===== config.mk =====
export PLATFORM = sky130hd
export DESIGN_NAME = msc_ctrl
export DESIGN_NICKNAME = d
export VERILOG_FILES = /design/src/design/msc_pkg.sv /design/src/design/msc_ctrl.sv
export VERILOG_INCLUDE_DIRS = /design/src /design/src/design
export SDC_FILE = /design/constraint.sdc
export NUM_CORES = 1
export LEC_CHECK = 0
export BUFFER_PORTS_ARGS = -buffer_cell sky130_fd_sc_hd__buf_2
export CORE_MARGIN = 2
export CORE_UTILIZATION = 55
export CTS_BUF_LIST = sky130_fd_sc_hd__clkbuf_8
export CTS_CLUSTER_SIZE = 40
export DETAILED_ROUTE_END_ITERATION = 8
export GPL_TIMING_DRIVEN = 0
export PLACE_DENSITY = 0.79
export SLEW_MARGIN = 5
export SYNTH_ARGS = -nofsm -noshare
export SYNTH_HDL_FRONTEND = slang
export SYNTH_SLANG_ARGS = --single-unit

===== constraint.sdc =====
create_clock -name i_ref_clk -period 1.5 [get_ports i_ref_clk]
set_input_delay 0.225 -clock i_ref_clk [delete_from_list [all_inputs] [get_ports i_ref_clk]]
set_output_delay 0.225 -clock i_ref_clk [all_outputs]
set_load 0.1 [all_outputs]

===== src/design/msc_params.svh =====
// constants for the multiplexed conversion control block
`ifndef MSC_PARAMS_SVH
`define MSC_PARAMS_SVH
`define MSC_NUM_BITS      8
`define MSC_NUM_CH        8
`define MSC_CH_W          3
`define MSC_RESULT_RST    8'h00
`define MSC_TRIAL_RST     8'h00
`define MSC_CH_RST        3'h0
`define MSC_STEP_RST      3'h0
`define MSC_MSB_IDX       3'h7
`define MSC_SEL_RST       8'h01
`define MSC_OE_N_RST      8'hff
`endif


===== src/design/msc_pkg.sv =====
// types for the multiplexed conversion control block
`include "msc_params.svh"
package msc_pkg;
  typedef logic [`MSC_NUM_BITS-1:0] msc_code_t;
  typedef logic [`MSC_CH_W-1:0]     msc_chan_t;
  typedef enum logic [1:0] {
    MSC_IDLE  = 2'b00,
    MSC_CLEAR = 2'b01,
    MSC_CONV  = 2'b11,
    MSC_LOAD  = 2'b10
  } msc_state_t;
endpackage


===== src/design/msc_ctrl.sv =====
// conversion control: channel latch, successive approximation sequencer, output register
// Function
// - the channel code is captured on the latch strobe rising edge and held until the next one.
// - the latched code C,B,A as binary 0..7 selects the analog input of that index.
// - each conversion takes exactly eight compare-and-decide steps, one result bit per step.
// - a start rising edge clears the approximation register.
// - a start falling edge begins the conversion sequence.
// - a new start pulse abandons any conversion underway and restarts from it.
// - done falls between zero and eight clocks after the start rising edge.
// - result outputs are active high, one meaning a set bit.
// - codes step at half an LSB then every LSB to full scale, 256 codes.
// - the result register is loaded one clock before done rises.
// - data outputs are driven only while output enable is asserted.
`timescale 1ns/1ns
`include "msc_params.svh"
module msc_ctrl #(
  parameter int NUM_BITS = `MSC_NUM_BITS
) (
  input  wire logic              i_ref_clk,
  input  wire logic              i_reset,
  input  wire logic              i_addr_latch,
  input  wire msc_pkg::msc_chan_t i_chan_sel,
  input  wire logic              i_conversion_start_input,
  input  wire logic              i_cmp_above,
  input  wire logic              i_out_enable,
  output logic [7:0]             o_analog_input_sel,
  output msc_pkg::msc_code_t     o_trial_code,
  output msc_pkg::msc_code_t     o_data_out,
  output msc_pkg::msc_code_t     o_data_oe_n,
  output logic                   o_done
);
  import msc_pkg::*;

  // pin synchronisers: three stages; for strobe, start and enable a change counts when stages two and three agree, the channel code is taken from stage three
  logic [2:0] latch_s_q;
  logic [2:0] start_s_q;
  logic [2:0] oe_s_q;
  logic [2:0] ch_s1_q, ch_s2_q, ch_s3_q;
  logic       latch_lvl_q, start_lvl_q;

  always_ff @(posedge i_ref_clk) begin
    if (i_reset) begin
      latch_s_q <= 3'h0;
      start_s_q <= 3'h0;
      oe_s_q    <= 3'h0;
      ch_s1_q   <= `MSC_CH_RST;
      ch_s2_q   <= `MSC_CH_RST;
      ch_s3_q   <= `MSC_CH_RST;
    end else begin
      latch_s_q <= {latch_s_q[1:0], i_addr_latch};
      start_s_q <= {start_s_q[1:0], i_conversion_start_input};
      oe_s_q    <= {oe_s_q[1:0], i_out_enable};
      ch_s1_q   <= i_chan_sel;
      ch_s2_q   <= ch_s1_q;
      ch_s3_q   <= ch_s2_q;
    end
  end

  // filtered levels change only when stages two and three agree
  always_ff @(posedge i_ref_clk) begin
    if (i_reset) begin
      latch_lvl_q <= 1'b0;
      start_lvl_q <= 1'b0;
    end else begin
      if (latch_s_q[1] == latch_s_q[2]) begin
        latch_lvl_q <= latch_s_q[2];
      end
      if (start_s_q[1] == start_s_q[2]) begin
        start_lvl_q <= start_s_q[2];
      end
    end
  end

  logic latch_rise, start_rise, start_fall;
  assign latch_rise = (latch_s_q[1] == latch_s_q[2]) && latch_s_q[2] && !latch_lvl_q;
  assign start_rise = (start_s_q[1] == start_s_q[2]) && start_s_q[2] && !start_lvl_q;
  assign start_fall = (start_s_q[1] == start_s_q[2]) && !start_s_q[2] && start_lvl_q;

  // channel latch and one-hot input select
  msc_chan_t chan_q;
  always_ff @(posedge i_ref_clk) begin
    if (i_reset) begin
      chan_q <= `MSC_CH_RST;
    end else if (latch_rise) begin
      chan_q <= ch_s3_q;
    end
  end

  logic [7:0] sel_d;
  genvar gi;
  generate
    for (gi = 0; gi < `MSC_NUM_CH; gi++) begin : g_sel
      assign sel_d[gi] = (chan_q == 3'(gi));
    end
  endgenerate

  always_ff @(posedge i_ref_clk) begin
    if (i_reset) begin
      o_analog_input_sel <= `MSC_SEL_RST;
    end else begin
      o_analog_input_sel <= sel_d;
    end
  end

  // sequencer
  msc_state_t state_q;
  logic [2:0] step_q;
  msc_code_t  approximation_register_q;
  logic       done_q;

  always_ff @(posedge i_ref_clk) begin
    if (i_reset) begin
      state_q <= MSC_IDLE;
      step_q  <= `MSC_STEP_RST;
    end else if (start_rise) begin
      state_q <= MSC_CLEAR;
    end else begin
      case (state_q)
        MSC_IDLE: begin
          state_q <= MSC_IDLE;
        end
        MSC_CLEAR: begin
          if (start_fall) begin
            state_q <= MSC_CONV;
            step_q  <= `MSC_MSB_IDX;
          end
        end
        MSC_CONV: begin
          if (step_q == 3'h0) begin
            state_q <= MSC_LOAD;
          end
          step_q <= step_q - 3'h1;
        end
        MSC_LOAD: begin
          state_q <= MSC_IDLE;
        end
        default: begin
          state_q <= MSC_IDLE;
        end
      endcase
    end
  end

  // trial code: current bit set on top of the decided bits
  msc_code_t trial_d;
  always_comb begin
    trial_d = approximation_register_q;
    if (state_q == MSC_CONV) begin
      trial_d[step_q] = 1'b1;
    end
  end

  always_ff @(posedge i_ref_clk) begin
    if (i_reset) begin
      approximation_register_q <= `MSC_TRIAL_RST;
    end else if (start_rise) begin
      approximation_register_q <= `MSC_TRIAL_RST;
    end else if (state_q == MSC_CONV) begin
      approximation_register_q[step_q] <= i_cmp_above;
    end
  end

  // comparator decides on the trial level; code ladder realises the half-LSB offset
  always_ff @(posedge i_ref_clk) begin
    if (i_reset) begin
      o_trial_code <= `MSC_TRIAL_RST;
    end else begin
      o_trial_code <= trial_d;
    end
  end

  // data register loads with the last decision, so it leads done by one clock;
  // a start edge on that same clock abandons the result instead of loading it
  always_ff @(posedge i_ref_clk) begin
    if (i_reset) begin
      o_data_out <= `MSC_RESULT_RST;
    end else if (!start_rise && state_q == MSC_CONV && step_q == 3'h0) begin
      o_data_out <= approximation_register_q | {7'h00, i_cmp_above};
    end
  end

  // done low on the start edge itself, high the cycle after the result loads
  always_ff @(posedge i_ref_clk) begin
    if (i_reset) begin
      done_q <= 1'b1;
    end else if (start_rise) begin
      done_q <= 1'b0;
    end else if (state_q == MSC_LOAD) begin
      done_q <= 1'b1;
    end
  end
  assign o_done = done_q;

  // outputs driven only while enabled; enable low means driving
  always_ff @(posedge i_ref_clk) begin
    if (i_reset) begin
      o_data_oe_n <= `MSC_OE_N_RST;
    end else if (oe_s_q[1] == oe_s_q[2]) begin
      o_data_oe_n <= oe_s_q[2] ? 8'h00 : 8'hff;
    end
  end
endmodule


==> flow_summary.json <==
{
  "outcome": "finished clean",
  "synthTopCellsByArea": "dfxtp_1, nor2b_1, mux2i_1, a21oi_1, nor2_1",
  "drcViolationCount": 0,
  "via_per_inst": 5.07,
  "grt_use_total_pct": 20.6,
  "powerDensity_nw_per_um2": 1190,
  "dr.pass1.iters": 5,
  "via_count": 1707,
  "clock.fmax_mhz": 704,
  "reg2reg_depth": 5,
  "ctsLongestPathBuffers": 2,
  "grt_antenna_before_repair": 0,
  "syn_to_final_growth_pct": 21.9,
  "diodes": 0,
  "hp-start": "i_addr_latch",
  "yosys_register_bits": 62,
  "clkTransAtPathRegs_ps": 70,
  "fin_skew_ps": 5.84,
  "dr.first_iter.drc_count": 151,
  "fin_ws_ps": 79.9,
  "grt_max_degree": 11,
  "synthesis.nets": 246,
  "die_w_um": 68.1,
  "io_buffers": 41,
  "start_kind": "register",
  "grt_pass1_wl_um": 6690,
  "cp_max_fo": 9,
  "slew_violations": 0,
  "hpwl_um": 2900,
  "holdPathEnd": "latch_s_q[0]",
  "finalCriticalPeriod_ps": 1420,
  "hold_class": "input pin to register",
  "gr-total-overflow": 0,
  "finalSetupTns_ps": 0,
  "final_cell_mix": "dfxtp_1, buf_2, nor2b_1",
  "dp_slack_ps": -34.6,
  "drt.antenna.violating_nets": 0,
  "cts_hold_buf": 0,
  "clock_latency_ps": 340,
  "start_util_pct": 56.9,
  "wl_per_cell_um": 12.7,
  "netlist_instances": 232,
  "synth_area_um2": 2260,
  "total_power_w": 0.00328,
  "ys_warn_count": 0,
  "fin_nets": 297,
  "cp_slowest_cell": "buf_2",
  "final_common_cell": "dfxtp_1",
  "p_leak_nw": 1.18,
  "synth_edf_count": 0,
  "reg2reg_to": "step_q[2]",
  "cts.root.buffer_cell": "clkbuf_8",
  "ys.flop_type": "dfxtp_1",
  "cp_cell_sequence": "buf_2",
  "hold_depth": 2,
  "ys_types": 29,
  "cts.sinks": 62,
  "cts_tree": "done",
  "synth_area_per_cell_um2": 9.74,
  "core_area_um2": 3970,
  "period_share_pct": 94.7,
  "r2r_start": "start_s_q[1]",
  "cp-end-kind": "output port",
  "rsz0062_at_grt": "false",
  "die-area_um2": 4640,
  "drt_wl_total_um": 4280,
  "ys_async_sr_fraction_pct": 0,
  "path_buf_inv": 1,
  "max-slew-margin-rel_pct": 64.7,
  "netlist.area_leader.share_pct": 54.9,
  "critPathKind": "register to output port",
  "cp_top_family": "buffers and inverters",
  "pin_count": 42,
  "final_util_pct": 69.3,
  "peakVddDrop_mv": 1.02,
  "yosysSeqAreaShare_pct": 54.9,
  "worst_pin_slew_ps": 530,
  "grt_pass1_vias": 1466,
  "final_cells": 337,
  "reg2reg_slack_ps": 110,
  "slowest_delay_ps": 450,
  "dp.cells": 323,
  "setup_viol": 0,
  "cts_max_level": 3,
  "finalHoldViolCount": 0,
  "numCtsBuffers": 9,
  "gp_congestion": 0.850,
  "drive_gt1_share_pct": 24.7,
  "drv_cap": 0,
  "synth_largest_area_cell": "dfxtp_1",
  "die_h_um": 68.1,
  "rows": 23,
  "crit_arrival_ps": 1200,
  "cp.required_ps": 1270
}
synthesized netlist by cell type (all sizes together) (4+ instances only):
cell type,n
mux2i,13
nor2b,22
nand2b,4
buf,13
clkbuf,8
ha,5
a21oi,17
inv,10
nand4,7
dfxtp,62
nor2,19
nand3,11
nor3,6
o31ai,9
nand2,12
cell families after synthesis:
group	synth area share, %
compound gates	10.6
fa+ha+maj	2.77
buf+inv	6.59
flops	54.9
mux	5.76
simple gates	19.3
per-stage QoR:
stage	hold WS, ps	area [um2]
after floorplan	353	2260
after global placement	418	2530
after detailed placement	423	2530
after CTS	83.8	2750
after global routing	84.0	2750
final	88.0	2750
per-layer routing:
| metal | share of wire [%] | vias up | global-route usage [%] |
|---|---|---|---|
| li1 | - | 879 | - |
| met1 | 47 | 763 | 25.9 |
| met5 | 0 | - | 0 |
| met4 | 2.0 | 0 | 12.0 |
| met2 | 45 | 56 | 29.6 |
| met3 | 6.1 | 9 | 8.39 |
power by group:
group | internal [W] | switching [W]
registers | 0.00167 | 0.00000727
clock network | 0.000910 | 0.000615
logic | 0.0000302 | 0.0000527
timing repair:
item                       in CTS  in global routing
gates resized for setup         9                  3
setup buffers                   0                  0
setup endpoints to repair      10                  9
cloned                          0                  0
hold endpoints to repair        0                  0
state kept, by name (all words and copies together), names as in the netlist, 8 cells and up:
name	count
approximation_register_q	8
o_analog_input_sel	8
o_data_out	8
o_trial_code	8
layout make-up:
cell class / instances / area [um2]
plain buffers: 20 / 113
multi-input cells: 139 / 870
repair buffers: 41 / 223
clock buffers: 9 / 124
well taps: 50 / 62.6
clock inverters: 6 / 80.1
fillers: 315 / 1220
inverters: 10 / 37.5
flip-flops and latches: 62 / 1240
worst max-delay path by stage:
stage	from	slack, ps	cells after the start	to
floorplan	step_q[0]	160	6	o_data_out[0]
global placement	step_q[0]	10	6	o_data_out[0]
detailed placement	step_q[0]	-30	6	o_data_out[0]
CTS	step_q[0]	30	6	o_data_out[0]
global route	start_s_q[1]	0.3	5	o_data_out[1]
finish	o_data_oe_n[6]	80	1	o_data_oe_n[0]
(Power assumes the default switching activity.)
